==> src/positioner_map.vh <==
// Offsets, fields, reset values and timing counts of the positioner mode control.
// Contract
// - Home sensor polarity 0 means no sensor, 1 means normally-open sensor.
// - Home sensor polarity 2 treats the sensor as normally-closed.
// - Homing drives to mechanical end, samples sensor, reverses, stops at home.
// - Homing succeeds only if sensor level changed; else error and alarm. With polarity 0 the code reports success without this check.
// - Load output on once torque-over time reaches judgment time, default 255 ms.
// - Torque range setting 0 uses the check range, 1 ignores it; default 0.
// - Axis kind 0 is linear, 1 is rotational.
// - Rotational index mode wraps position into 0 to 359.99; 0 is normal mode.
// - Shortest-path motion is allowed only on a rotational axis in index mode.
// - Index mode ignores push data, moves normally, uses default positioning band.
// - Shortest-path setting 1 takes the shorter direction; 0 disables it.
// - On a rotational axis one position unit is one degree, like 1 mm.
// - Absolute unit setting 0 means unit absent, 1 means present.
// - I/O pattern defaults to 0 and governs how parallel I/O is read.
// - Pattern 0 has 64 points and two zones, parameter and table bounds.
// - Pattern 1 has 64 points, one table zone, teaching mode and jog.
// - Pattern 2 has 256 points and one table-bound zone output.
// - Pattern 3 has 512 points and no zone output.
// - Pattern 4 has seven points, each with direct start and complete output.
// - Pattern 5 has three points, no push, completes act as position detectors.
// - Level start moves while the input is on; dropping it decelerates to stop.
// - Edge start moves on a rising edge and continues if the input drops.
`ifndef POSITIONER_MAP_VH
`define POSITIONER_MAP_VH
`define ADDR_CONFIG      4'h0
`define ADDR_LOAD_TIME   4'h1
`define ADDR_STATUS      4'h2
`define ADDR_POSITION    4'h3
`define ADDR_COMMAND     4'h4
`define CFG_HOME_POL_LO  0
`define CFG_TRQ_RANGE    2
`define CFG_AXIS_KIND    3
`define CFG_INDEX_MODE   4
`define CFG_SHORTCUT     5
`define CFG_ABS_UNIT     6
`define CFG_PATTERN_LO   8
`define CFG_START_EDGE   11
`define CONFIG_RESET     32'h0000_0000
`define LOAD_TIME_RESET  16'h00ff
`define HOME_POL_NONE    2'h0
`define HOME_POL_NO      2'h1
`define HOME_POL_NC      2'h2
`define FULL_TURN        32'h0000_8ca0
`define HALF_TURN        32'h0000_4650
`define TICK_MS          1
`define CLK_MHZ          250
`define TICK_CYCLES      (`TICK_MS * `CLK_MHZ * 1000)
`endif

==> src/positioner_pio_mode_control.v <==
// Mode, homing, load judgment and parallel I/O pattern control of the positioner.
//
// The placing of the registers and register access over Avalon-MM were chosen for this implementation.
`include "positioner_map.vh"
module positioner_pio_mode_control #(
  parameter TICK_CYCLES = `TICK_CYCLES,
  parameter NUM_DIRECT  = 7
) (
  input  wire                   clk,
  input  wire                   rst,
  input  wire [3:0]             avs_address,
  input  wire                   avs_read,
  input  wire                   avs_write,
  input  wire [31:0]            avs_writedata,
  output reg  [31:0]            avs_readdata,
  output reg                    avs_waitrequest,
  input  wire                   home_sensor_pin,
  input  wire                   mech_end_hit,
  input  wire                   home_pos_hit,
  output reg                    home_drive_run,
  output reg                    home_drive_reverse,
  output reg                    home_done,
  output reg                    home_error,
  output reg                    alarm_out,
  input  wire                   push_active,
  input  wire                   torque_over,
  input  wire                   torque_in_range,
  output reg                    load_out,
  input  wire signed [31:0]     raw_position,
  input  wire signed [31:0]     target_position,
  output reg  signed [31:0]     shown_position,
  output reg                    move_reverse,
  output reg                    push_permitted,
  output reg                    default_band_sel,
  output reg  [9:0]             point_count,
  output reg  [1:0]             zone_count,
  output reg                    zone_param_used,
  output reg                    teach_jog_allowed,
  input  wire [NUM_DIRECT-1:0]  direct_move_inputs,
  input  wire                   move_finished,
  input  wire [NUM_DIRECT-1:0]  point_in_band,
  output reg                    move_start,
  output reg  [2:0]             move_point,
  output reg                    move_decel_stop,
  output reg  [NUM_DIRECT-1:0]  move_complete
);

  localparam H_IDLE    = 3'h0;
  localparam H_TO_END  = 3'h1;
  localparam H_REVERSE = 3'h2;
  localparam H_CHECK   = 3'h3;

  reg  [31:0]           config_reg;
  reg  [15:0]           load_time_reg;
  reg  [2:0]            home_state_reg;
  reg                   home_sync1_reg;
  reg                   home_sync2_reg;
  reg                   home_at_end_reg;
  reg  [31:0]           tick_cnt_reg;
  reg                   tick_reg;
  reg  [15:0]           load_acc_reg;
  reg  [NUM_DIRECT-1:0] st_sync1_reg;
  reg  [NUM_DIRECT-1:0] st_sync2_reg;
  reg  [NUM_DIRECT-1:0] st_prev_reg;
  reg                   moving_reg;
  reg  [2:0]            active_point_reg;
  reg                   home_start_reg;
  reg  [NUM_DIRECT-1:0] held_reg;

  wire [1:0] home_pol   = config_reg[`CFG_HOME_POL_LO+1:`CFG_HOME_POL_LO];
  wire       trq_range  = config_reg[`CFG_TRQ_RANGE];
  wire       rotary     = config_reg[`CFG_AXIS_KIND];
  wire       index_mode = rotary & config_reg[`CFG_INDEX_MODE];
  wire       shortcut   = config_reg[`CFG_SHORTCUT];
  wire       abs_unit   = config_reg[`CFG_ABS_UNIT];
  wire [2:0] pattern    = config_reg[`CFG_PATTERN_LO+2:`CFG_PATTERN_LO];
  wire       edge_start = config_reg[`CFG_START_EDGE];
  wire       bus_req    = avs_read | avs_write;
  wire       bus_take   = bus_req & ~avs_waitrequest;

  // Positions are in hundredths of a unit; on a rotational axis one unit is one degree.
  // degree per unit
  function [31:0] wrap_turn;
    input signed [31:0] p;
    reg signed [31:0] m;
    begin
      m = p % $signed(`FULL_TURN);
      if (m < 0) begin
        m = m + $signed(`FULL_TURN);
      end
      wrap_turn = m;
    end
  endfunction

  // Sensor reads as detected according to its fitted contact type.
  function sensor_active;
    input [1:0] pol;
    input       lvl;
    begin
      case (pol)
        `HOME_POL_NO: sensor_active = lvl;
        `HOME_POL_NC: sensor_active = ~lvl;
        default:      sensor_active = 1'b0;
      endcase
    end
  endfunction

  function [2:0] lowest_set;
    input [NUM_DIRECT-1:0] v;
    integer i;
    begin
      lowest_set = 3'h0;
      for (i = NUM_DIRECT - 1; i >= 0; i = i - 1) begin
        if (v[i]) begin
          lowest_set = i[2:0];
        end
      end
    end
  endfunction

  // Avalon slave: one wait state, then waitrequest low for exactly one cycle.
  always @(posedge clk or posedge rst) begin
    if (rst) begin
      avs_waitrequest <= 1'b1;
      avs_readdata    <= 32'h0000_0000;
    end else begin
      avs_waitrequest <= ~(bus_req & avs_waitrequest);
      if (bus_req & avs_waitrequest & avs_read) begin
        case (avs_address)
          `ADDR_CONFIG:    avs_readdata <= config_reg;
          `ADDR_LOAD_TIME: avs_readdata <= {16'h0000, load_time_reg};
          `ADDR_STATUS:    avs_readdata <= {24'h000000, abs_unit, moving_reg, load_out,
                                            sensor_active(home_pol, home_sync2_reg),
                                            alarm_out, home_error, home_done, home_drive_run};
          `ADDR_POSITION:  avs_readdata <= shown_position;
          default:         avs_readdata <= 32'h0000_0000;
        endcase
      end
    end
  end

  // Setup registers; the I/O pattern resets to 0 and software sets it before anything else.
  always @(posedge clk or posedge rst) begin
    if (rst) begin
      config_reg     <= `CONFIG_RESET;
      load_time_reg  <= `LOAD_TIME_RESET;
      home_start_reg <= 1'b0;
    end else begin
      home_start_reg <= 1'b0;
      if (bus_take & avs_write) begin
        case (avs_address)
          `ADDR_CONFIG:    config_reg <= avs_writedata & 32'h0000_0f7f;
          `ADDR_LOAD_TIME: load_time_reg <= avs_writedata[15:0];
          `ADDR_COMMAND:   home_start_reg <= avs_writedata[0];
          default:         config_reg <= config_reg;
        endcase
      end
    end
  end

  always @(posedge clk or posedge rst) begin
    if (rst) begin
      home_sync1_reg <= 1'b0;
      home_sync2_reg <= 1'b0;
      st_sync1_reg   <= {NUM_DIRECT{1'b0}};
      st_sync2_reg   <= {NUM_DIRECT{1'b0}};
      st_prev_reg    <= {NUM_DIRECT{1'b0}};
    end else begin
      home_sync1_reg <= home_sensor_pin;
      home_sync2_reg <= home_sync1_reg;
      st_sync1_reg   <= direct_move_inputs;
      st_sync2_reg   <= st_sync1_reg;
      st_prev_reg    <= st_sync2_reg;
    end
  end

  // Homing sequence and sensor verification.
  always @(posedge clk or posedge rst) begin
    if (rst) begin
      home_state_reg     <= H_IDLE;
      home_at_end_reg    <= 1'b0;
      home_drive_run     <= 1'b0;
      home_drive_reverse <= 1'b0;
      home_done          <= 1'b0;
      home_error         <= 1'b0;
      alarm_out          <= 1'b0;
    end else begin
      case (home_state_reg)
        H_IDLE: begin
          if (home_start_reg) begin
            home_done      <= 1'b0;
            home_error     <= 1'b0;
            alarm_out      <= 1'b0;
            home_drive_run <= 1'b1;
            home_state_reg <= H_TO_END;
          end
        end
        H_TO_END: begin
          if (mech_end_hit) begin
            home_at_end_reg    <= home_sync2_reg;
            home_drive_reverse <= 1'b1;
            home_state_reg     <= H_REVERSE;
          end
        end
        H_REVERSE: begin
          if (home_pos_hit) begin
            home_drive_run     <= 1'b0;
            home_drive_reverse <= 1'b0;
            home_state_reg     <= H_CHECK;
          end
        end
        H_CHECK: begin
          home_state_reg <= H_IDLE;
          if (home_pol == `HOME_POL_NONE) begin
            home_done <= 1'b1;
          end else if (home_sync2_reg != home_at_end_reg) begin
            home_done <= 1'b1;
          end else begin
            home_error <= 1'b1;
            alarm_out  <= 1'b1;
          end
        end
        default: begin
          home_state_reg <= H_IDLE;
        end
      endcase
    end
  end

  always @(posedge clk or posedge rst) begin
    if (rst) begin
      tick_cnt_reg <= 32'h0000_0000;
      tick_reg     <= 1'b0;
    end else begin
      tick_reg <= 1'b0;
      if (tick_cnt_reg >= TICK_CYCLES - 1) begin
        tick_cnt_reg <= 32'h0000_0000;
        tick_reg     <= 1'b1;
      end else begin
        tick_cnt_reg <= tick_cnt_reg + 32'h0000_0001;
      end
    end
  end

  // Load judgment sums the milliseconds spent over threshold inside the check range, or all of them when the range is ignored; it restarts with each push.
  always @(posedge clk or posedge rst) begin
    if (rst) begin
      load_acc_reg <= 16'h0000;
      load_out     <= 1'b0;
    end else if (~push_active | ~push_permitted) begin
      load_acc_reg <= 16'h0000;
      load_out     <= 1'b0;
    end else begin
      if (tick_reg & torque_over & (trq_range | torque_in_range) & (load_acc_reg != 16'hffff)) begin
        load_acc_reg <= load_acc_reg + 16'h0001;
      end
      if (load_acc_reg >= load_time_reg) begin
        load_out <= 1'b1;
      end
    end
  end

  // Axis handling and pattern decode.
  always @(posedge clk or posedge rst) begin
    if (rst) begin
      shown_position    <= 32'sh0000_0000;
      move_reverse      <= 1'b0;
      push_permitted    <= 1'b1;
      default_band_sel  <= 1'b0;
      point_count       <= 10'h040;
      zone_count        <= 2'h2;
      zone_param_used   <= 1'b1;
      teach_jog_allowed <= 1'b0;
    end else begin
      shown_position <= index_mode ? $signed(wrap_turn(raw_position)) : raw_position;
      if (index_mode & shortcut) begin
        move_reverse <= wrap_turn(target_position - raw_position) > `HALF_TURN;
      end else begin
        move_reverse <= target_position < raw_position;
      end
      push_permitted   <= ~index_mode & (pattern != 3'h5);
      default_band_sel <= index_mode;
      teach_jog_allowed <= 1'b0;
      zone_param_used   <= 1'b0;
      case (pattern)
        3'h0: begin
          point_count     <= 10'h040;
          zone_count      <= 2'h2;
          zone_param_used <= 1'b1;
        end
        3'h1: begin
          point_count       <= 10'h040;
          zone_count        <= 2'h1;
          teach_jog_allowed <= 1'b1;
        end
        3'h2: begin
          point_count <= 10'h100;
          zone_count  <= 2'h1;
        end
        3'h3: begin
          point_count <= 10'h200;
          zone_count  <= 2'h0;
        end
        3'h4: begin
          point_count <= 10'h007;
          zone_count  <= 2'h0;
        end
        3'h5: begin
          point_count <= 10'h003;
          zone_count  <= 2'h0;
        end
        default: begin
          point_count <= 10'h000;
          zone_count  <= 2'h0;
        end
      endcase
    end
  end

  wire       direct_mode = (pattern == 3'h4) | (pattern == 3'h5);
  wire [NUM_DIRECT-1:0] point_mask = (pattern == 3'h5) ? 7'h07 : 7'h7f;
  wire [NUM_DIRECT-1:0] st_rise = st_sync2_reg & ~st_prev_reg & point_mask;
  // A finished point stays blocked until its input is released, so a held level input does not start it again.
  wire [NUM_DIRECT-1:0] st_on   = st_sync2_reg & point_mask & ~held_reg;
  wire [NUM_DIRECT-1:0] st_pick = edge_start ? st_rise : st_on;

  // Direct start inputs and per-point completion.
  always @(posedge clk or posedge rst) begin
    if (rst) begin
      moving_reg       <= 1'b0;
      active_point_reg <= 3'h0;
      move_start       <= 1'b0;
      move_point       <= 3'h0;
      move_decel_stop  <= 1'b0;
      move_complete    <= {NUM_DIRECT{1'b0}};
      held_reg         <= {NUM_DIRECT{1'b0}};
    end else begin
      move_start      <= 1'b0;
      move_decel_stop <= 1'b0;
      held_reg        <= held_reg & st_sync2_reg;
      if (~direct_mode) begin
        moving_reg    <= 1'b0;
        move_complete <= {NUM_DIRECT{1'b0}};
        held_reg      <= {NUM_DIRECT{1'b0}};
      end else if (~moving_reg) begin
        if (st_pick != {NUM_DIRECT{1'b0}}) begin
          moving_reg       <= 1'b1;
          active_point_reg <= lowest_set(st_pick);
          move_point       <= lowest_set(st_pick);
          move_start       <= 1'b1;
          move_complete    <= {NUM_DIRECT{1'b0}};
        end else if (pattern == 3'h5) begin
          move_complete <= point_in_band & point_mask;
        end
      end else begin
        if (move_finished) begin
          moving_reg <= 1'b0;
          move_complete <= {{(NUM_DIRECT-1){1'b0}}, 1'b1} << active_point_reg;
          held_reg      <= {{(NUM_DIRECT-1){1'b0}}, 1'b1} << active_point_reg;
        end else if (~edge_start & ~st_sync2_reg[active_point_reg]) begin
          move_decel_stop <= 1'b1;
        end
      end
    end
  end

endmodule

==> config.mk <==
export PLATFORM = sky130hd
export DESIGN_NAME = positioner_pio_mode_control
export DESIGN_NICKNAME = d
export VERILOG_FILES = /design/src/positioner_pio_mode_control.v
export VERILOG_INCLUDE_DIRS = /design/src
export SDC_FILE = /design/constraint.sdc
export NUM_CORES = 1
export LEC_CHECK = 0
export BUFFER_PORTS_ARGS = -buffer_cell sky130_fd_sc_hd__buf_2
export CORE_ASPECT_RATIO = 1.75
export CORE_MARGIN = 4
export CORE_UTILIZATION = 25
export DETAILED_ROUTE_END_ITERATION = 12
export PLACE_DENSITY = 0.36
export SLEW_MARGIN = 20
export SYNTH_ARGS = -nofsm -noshare
export SYNTH_HDL_FRONTEND = slang
export SYNTH_SLANG_ARGS = --single-unit
==> constraint.sdc <==
create_clock -name clk -period 9.57 [get_ports clk]
set_clock_uncertainty 0.1 [all_clocks]
set_input_delay 1.4355 -clock clk [delete_from_list [all_inputs] [get_ports clk]]
set_output_delay 1.4355 -clock clk [all_outputs]
set_load 0.02 [all_outputs]
==> results by group, run 1 <==
Final layout
  • Layout area overhead: 58.1%
  • Number of fill cells: 13300
  • Final Net Count: 6105
  • Fraction of final layout cells with drive strength greater than 1: 46.3%
  • Count of placed standard cells in the final layout, fillers left out: 7603

Die
  • Height of the die: 482 um
  • Area of the die: 0.134 mm^2
  • Area of the placeable core: 0.127 mm^2
  • IO Count: 225
  • Standard-cell row count: 173
  • Starting utilization of the core area: 25.2%
  • Die extent in x: 279 um

Global routing
  • Global-route wire length before repair: 220 mm
  • Number of global-route vias before repair: 39500
  • Total global-route track usage: 20.4%
  • Overflow left after global routing: 0
  • Antenna violations before repair: 4
  • Maximum number of pins on one net before global-route repair: 73

Timing
  • Max-slew violation total from the final report: 0
  • Headroom to the max-slew limit: 28.1%
  • Post-layout min period: 20370 ps
  • Unrepaired setup endpoints after global routing: true
  • Fin. Hold Viols: 0
  • Min Hold Slack: 248 ps
  • Post-layout worst setup margin: -10800 ps
  • # setup viols final: 20
  • Share of the clock period used by the worst path after layout: 213%
  • Fmax: 49.1 MHz
  • Slew at the pin with the worst max-slew slack: 1070 ps

Setup path
  • Critical path capture point type: flip-flop
  • Cell at the slowest stage of the critical path: sky130_fd_sc_hd__or4_4
  • Worst path arrival time: 20700 ps
  • Buf+Inv Stages, Crit Path: 24
  • Startpoint-to-endpoint class of the critical path: input pin to flip-flop
  • Worst setup SP type: input pin
  • Gate family responsible for the most delay along the worst path: compound AO/OA/AOI/OAI gates
  • Required time worst endpoint: 9900 ps
  • Most frequent cell on the critical path: sky130_fd_sc_hd__buf_4
  • Top fanout value on the critical path: 11
  • Slowest Stage Delay on Critical Path: 600 ps

Yosys
  • Average cell area after synthesis: 7.82 um^2
  • Mux share of post-synthesis cell area: 5.85%
  • Number of storage elements in the synthesis netlist: 204
  • Async set-reset flop share out of synthesis: 100%
  • Main area contributors after synthesis: sky130_fd_sc_hd__dfrtp_1, sky130_fd_sc_hd__xnor2_1, sky130_fd_sc_hd__nand2_1
  • Yosys top cell by area: sky130_fd_sc_hd__dfrtp_1
  • Main combinational cell family by area after synthesis: compound AO/OA/AOI/OAI gates
  • Syn. warnings: 0
  • Synth Flop Type: sky130_fd_sc_hd__dfrtp_1
  • Post-synthesis adder-cell area fraction: 2.81%
  • Synthesized-area fraction occupied by ao, oa, aoi and oai cells: 32.9%
  • Post-synthesis instance area: 0.0321 mm^2
  • Simple-gate area share of the yosys netlist: 25.8%
  • Post-synthesis instance total: 4105
  • Post-synth cell types: 194
  • Synth top area share: 15.0%
  • Fraction of the yosys area taken by sequential cells: 16.0%
  • EDFF count, synth: 0
  • Xor/xnor cell area share of the yosys netlist: 11.4%

Clock tree
  • Hold-fix buffers at CTS: 0
  • TritonCTS clock tree: done
  • Clock-pin transition on the worst setup and hold timing paths: 70 ps
  • Clock tree sinks: 204
  • CTS H-Tree Depth: 1
  • Latest clock arrival within the worst-skew pair: 590 ps
  • CTS Buf Count: 25
  • CTS Root Buffer Type: sky130_fd_sc_hd__clkbuf_16
  • Number of buffers on the longest clock path: 3

Detailed routing
  • Starting DRC count in detailed routing: 1408
  • Overall via count from detail_route: 38400
  • Per-cell routed wire length: 18.9 um
  • DRC Markers: 0
  • Number of search-and-repair iterations in the first detailed-routing pass: 5
  • Via density: 5.05
  • Count of antenna-violating nets left after detailed routing: 0
  • Detailed-route wire length: 143 mm

Placed design
  • DPL Wire Length: 122 mm
  • RD Place Congestion: 0.873
  • Pre-CTS setup slack: -12050 ps
  • Count of buffers from port buffering: 200
  • Post-placement cell count: 7448

Min path
  • Worst Hold Class: flip-flop to flip-flop

Run
  • Max-cap violation count: 0

Run status
  • Violated checks: negative setup slack
  • Result of the run: finished, violations left
-- worst register-to-register path, cell delays in order, from the launching register on --
cell and delay [ps]:
sky130_fd_sc_hd__dfstp_2 550, sky130_fd_sc_hd__ha_1 230, sky130_fd_sc_hd__nand2b_1 130, sky130_fd_sc_hd__a21oi_1 200
sky130_fd_sc_hd__nor2b_1 60, sky130_fd_sc_hd__o21ai_0 140, sky130_fd_sc_hd__nand2b_1 70, sky130_fd_sc_hd__a21oi_1 150
sky130_fd_sc_hd__nor2b_1 60, sky130_fd_sc_hd__o21ai_0 140, sky130_fd_sc_hd__nand2b_1 80, sky130_fd_sc_hd__a21oi_1 190
sky130_fd_sc_hd__nor2b_1 70, sky130_fd_sc_hd__o21ai_0 150, sky130_fd_sc_hd__nand2b_1 140, sky130_fd_sc_hd__a21oi_1 180
sky130_fd_sc_hd__nor2b_1 60, sky130_fd_sc_hd__o21ai_0 160, sky130_fd_sc_hd__nand2b_1 90, sky130_fd_sc_hd__a21oi_1 150
sky130_fd_sc_hd__nor2b_1 50, sky130_fd_sc_hd__o21ai_0 130, sky130_fd_sc_hd__a21oi_1 80
-- cells in the final DEF (no fill, tap or decap), drive strengths merged, types with 46 or more instances in the layout --
master	n
and3	53
or3	55
a211oi	63
nand4	61
xnor2	282
inv	132
o21ai	269
nor4	48
a31oi	66
nand2	443
nor3	146
mux2	63
o31ai	48
nand3	150
buf	1939
a21o	58
and2	73
a21oi	274
xor2	106
mux2i	104
ha	59
o211ai	66
dfrtp	192
a22o	46
nor2	373
-- layout make-up --
cell class | count | area [um^2] | area share (%)
inverters | 127 | 484 | 0.954
diodes | 2 | 5.00 | 0.00986
clock buffers | 33 | 726 | 1.43
repair buffers | 1939 | 14400 | 28.3
flip-flops and latches | 204 | 5120 | 10.1
clock inverters | 13 | 165 | 0.325
multi-input cells | 3623 | 27800 | 54.8
well taps | 1662 | 2080 | 4.10
-- path summary, 6_finish.rpt --
kind / start / end / slack, ps / cells past startpoint
min: st_sync1_reg[6] / st_sync2_reg[6] / 250 / 0
max in group asynchronous: rst / load_time_reg[11] / 7150 / 3
min in group asynchronous: rst / avs_readdata[11] / 820 / 2
max: raw_position[2] / move_reverse / -10800 / 93
max reg2reg: load_time_reg[0] / load_out / 6050 / 22
min reg2reg: st_sync1_reg[6] / st_sync2_reg[6] / 250 / 0
-- layer usage --
metal / vias to the layer above / part of all wire (%) / global-route usage [%]
li1: 19100 / - / -
met1: 18400 / 39 / 22.0
met2: 616 / 56 / 41.8
met3: 217 / 2.0 / 0.952
met4: 0 / 3.8 / 6.46
met5: - / 0 / 0
-- cell families after synthesis --
group,after synthesis
XOR/XNOR,389
other,1
adder cells (fa/ha/maj),74
flip-flops,204
multiplexers,169
AND/OR/NAND/NOR,1603
buffers and inverters,296
AO/OA/AOI/OAI,1369
-- metrics by stage --
step / util [%] / setup TNS [ps] / area, um^2
after floorplan: - / -204810 / 32900
after global placement: 37.2 / -232250 / 47300
after detailed placement: 37.2 / -233110 / 47300
after CTS: 38.8 / -198850 / 49400
after global routing: 39.9 / -215320 / 50700
final: 39.9 / -200120 / 50800
-- synthesized netlist by cell type (21+ instances only) --
| library cell | n |
|---|---|
| sky130_fd_sc_hd__or3_1 | 40 |
| sky130_fd_sc_hd__o31ai_1 | 37 |
| sky130_fd_sc_hd__xnor2_1 | 266 |
| sky130_fd_sc_hd__dfrtp_1 | 192 |
| sky130_fd_sc_hd__buf_2 | 23 |
| sky130_fd_sc_hd__o21ai_1 | 48 |
| sky130_fd_sc_hd__o211ai_1 | 55 |
| sky130_fd_sc_hd__a31oi_1 | 60 |
| sky130_fd_sc_hd__o2111ai_1 | 22 |
| sky130_fd_sc_hd__clkbuf_1 | 68 |
| sky130_fd_sc_hd__nand2b_1 | 34 |
| sky130_fd_sc_hd__nand2_1 | 430 |
| sky130_fd_sc_hd__mux2_2 | 55 |
| sky130_fd_sc_hd__a21oi_1 | 249 |
| sky130_fd_sc_hd__o22ai_1 | 28 |
| sky130_fd_sc_hd__o211a_1 | 21 |
| sky130_fd_sc_hd__o21a_1 | 24 |
| sky130_fd_sc_hd__nor2b_1 | 31 |
| sky130_fd_sc_hd__nor3_1 | 137 |
| sky130_fd_sc_hd__xor2_1 | 94 |
| sky130_fd_sc_hd__a221oi_1 | 25 |
| sky130_fd_sc_hd__a22oi_1 | 33 |
| sky130_fd_sc_hd__nand3_1 | 145 |
| sky130_fd_sc_hd__a22o_1 | 43 |
| sky130_fd_sc_hd__and2_1 | 53 |
| sky130_fd_sc_hd__mux2i_1 | 94 |
| sky130_fd_sc_hd__o21ai_0 | 207 |
| sky130_fd_sc_hd__nand4_1 | 56 |
| sky130_fd_sc_hd__a211oi_1 | 49 |
| sky130_fd_sc_hd__a21o_1 | 40 |
| sky130_fd_sc_hd__buf_6 | 32 |
| sky130_fd_sc_hd__nor2_1 | 368 |
| sky130_fd_sc_hd__ha_1 | 59 |
| sky130_fd_sc_hd__nor4_1 | 40 |
| sky130_fd_sc_hd__and3_1 | 39 |
| sky130_fd_sc_hd__inv_1 | 125 |
-- repair_timing --
item                       4_1_cts  5_1_grt
gates cloned                     0        2
gates resized for setup        133      185
buffers inserted                60       45
pin swaps                       94      126
setup endpoints to repair       20       20
Power of run 1 is not shown: default switching activity piles up to over one toggle a cycle in this logic, so the estimate is an artifact.
==> inputs of run 2 (changes only) <==
--- a/config.mk
+++ b/config.mk
@@ -10,8 +10,10 @@
 export CORE_ASPECT_RATIO = 1.75
 export CORE_MARGIN = 4
 export CORE_UTILIZATION = 25
+export CTS_CLUSTER_SIZE = 10
 export DETAILED_ROUTE_END_ITERATION = 12
 export PLACE_DENSITY = 0.36
+export SETUP_SLACK_MARGIN = 0.2
 export SLEW_MARGIN = 20
 export SYNTH_ARGS = -nofsm -noshare
 export SYNTH_HDL_FRONTEND = slang
==> run 2 against run 1 <==
Against the previous run:
- cell area is 1.1% higher
- die area unchanged
- core utilization rose by 0.44 points
- critical endpoint unchanged
- worst hold slack lost 2.9 ps
- sequential cell count is the same
- cell count rose by 0.37%
- largest cell class unchanged
- the flow still finishes with violations (negative setup slack)
- first-iteration DRC count is 12% higher
- wire length grew 0.67%
- fmax is essentially flat
- critical path depth unchanged
- clock-buffer cell count increased by 7
==> results by group, run 2 (same netlist as run 1, synthesis figures left out) <==
Run status
  • Result of the run: finished, violations left
  • Violated checks: negative setup slack

Global routing
  • Global-route wire length before repair: 222 mm
  • Overflow left after global routing: 0
  • Total global-route track usage: 20.5%
  • Maximum number of pins on one net before global-route repair: 73
  • Antenna violations before repair: 4
  • Number of global-route vias before repair: 39600

Clock tree
  • Number of buffers on the longest clock path: 3
  • Latest clock arrival within the worst-skew pair: 600 ps
  • TritonCTS clock tree: done
  • CTS H-Tree Depth: 1
  • Clock-pin transition on the worst setup and hold timing paths: 50 ps
  • Clock tree sinks: 204
  • CTS Root Buffer Type: sky130_fd_sc_hd__clkbuf_16
  • CTS Buf Count: 27

Detailed routing
  • Starting DRC count in detailed routing: 1580
  • Detailed-route wire length: 144 mm
  • Via density: 5.04
  • Overall via count from detail_route: 38500
  • DRC Markers: 0
  • Per-cell routed wire length: 18.9 um
  • Number of search-and-repair iterations in the first detailed-routing pass: 5
  • Count of antenna-violating nets left after detailed routing: 0

Timing
  • Slew at the pin with the worst max-slew slack: 1070 ps
  • Post-layout min period: 20380 ps
  • Post-Route Setup TNS: -199120 ps
  • Headroom to the max-slew limit: 28.3%
  • Fin. Hold Viols: 0
  • Post-layout worst setup margin: -10810 ps
  • Max-slew violation total from the final report: 0
  • Fmax: 49.1 MHz
  • Unrepaired setup endpoints after global routing: true
  • # setup viols final: 20
  • Share of the clock period used by the worst path after layout: 213%

Setup path
  • Top fanout value on the critical path: 11
  • Cell at the slowest stage of the critical path: sky130_fd_sc_hd__or4_4
  • Most frequent cell on the critical path: sky130_fd_sc_hd__buf_4
  • Worst setup SP type: input pin
  • Required time worst endpoint: 9900 ps
  • Slowest Stage Delay on Critical Path: 600 ps
  • Reg2reg setup slack: 6060 ps
  • Critical path capture point type: flip-flop
  • Startpoint-to-endpoint class of the critical path: input pin to flip-flop
  • Worst path arrival time: 20710 ps

Die
  • Height of the die: 482 um
  • Area of the die: 0.134 mm^2
  • Area of the placeable core: 0.127 mm^2
  • Standard-cell row count: 173
  • Die extent in x: 279 um
  • Starting utilization of the core area: 25.2%
  • IO Count: 225

Placed design
  • Post-placement cell count: 7448
  • DPL Wire Length: 122 mm
  • Count of buffers from port buffering: 200
  • RD Place Congestion: 0.873

Final layout
  • Commonest cells after routing, fill and taps aside: sky130_fd_sc_hd__buf_4, sky130_fd_sc_hd__nand2_1, sky130_fd_sc_hd__nor2_1
  • Fraction of final layout cells with drive strength greater than 1: 46.9%
  • Number of fill cells: 13300
  • Layout area overhead: 59.9%
  • Count of placed standard cells in the final layout, fillers left out: 7631
  • Post-layout util: 40.3%
  • Leading cell type in the layout, fill and taps excluded: sky130_fd_sc_hd__buf_4
  • Final Net Count: 6135

Min path
  • Worst Hold Class: flip-flop to flip-flop

Run
  • Max-cap violation count: 0
==> run 2: through the flow <==
step	area (um^2)	hold WS, ps	worst slack, ps
after floorplan	32900	231	-10420
after detailed placement	47300	236	-12050
after CTS	49700	248	-10800
after global routing	51300	252	-11730
after global placement	47300	233	-11950
final	51300	245	-10810
==> run 2: cell type report <==
class | count | area [um^2] | share of cell area (%)
Tap cell | 1662 | 2080 | 4.05
Sequential cell | 204 | 5120 | 9.98
Clock buffer | 40 | 724 | 1.41
Clock inverter | 7 | 68.8 | 0.134
Inverter | 127 | 484 | 0.944
Antenna cell | 1 | 2.50 | 0.00488
Multi-Input combinational cell | 3623 | 28100 | 54.8
Timing Repair Buffer | 1967 | 14700 | 28.7
==> run 2: path summary, 6_finish.rpt <==
kind                                  start          endpoint  cells after the start
max                         raw_position[0]      move_reverse                     93
min                         st_sync1_reg[6]   st_sync2_reg[6]                      0
max in group asynchronous               rst  load_time_reg[8]                      3
min reg2reg                 st_sync1_reg[6]   st_sync2_reg[6]                      0
max reg2reg                load_time_reg[0]          load_out                     22
min in group asynchronous               rst  avs_readdata[11]                      2
==> run 2: metal layers <==
layer	GRT usage [%]	vias to the layer above	share of wire, %
li1	-	19200	-
met1	22.1	18500	38
met2	42.2	588	56
met3	0.996	201	2.1
met4	6.27	2	3.5
met5	0	-	0.0090
==> run 2: critical path: cells and delay by family <==
| family | cells | cell delay (ps) |
|---|---|---|
| compound gates | 39 | 8270 |
| simple gates | 14 | 4000 |
| buf+inv | 23 | 3140 |
| xor+xnor | 9 | 1690 |
| mux | 5 | 1220 |
| fa+ha+maj | 3 | 940 |
==> run 2: repair_timing <==
action,in CTS,in global routing
hold buffers,0,0
gates resized for setup,176,222
setup endpoints to repair,20,20
pin swaps,104,135
gates cloned,0,3
setup buffers,81,51
Power of run 2 is left out for the same reason.
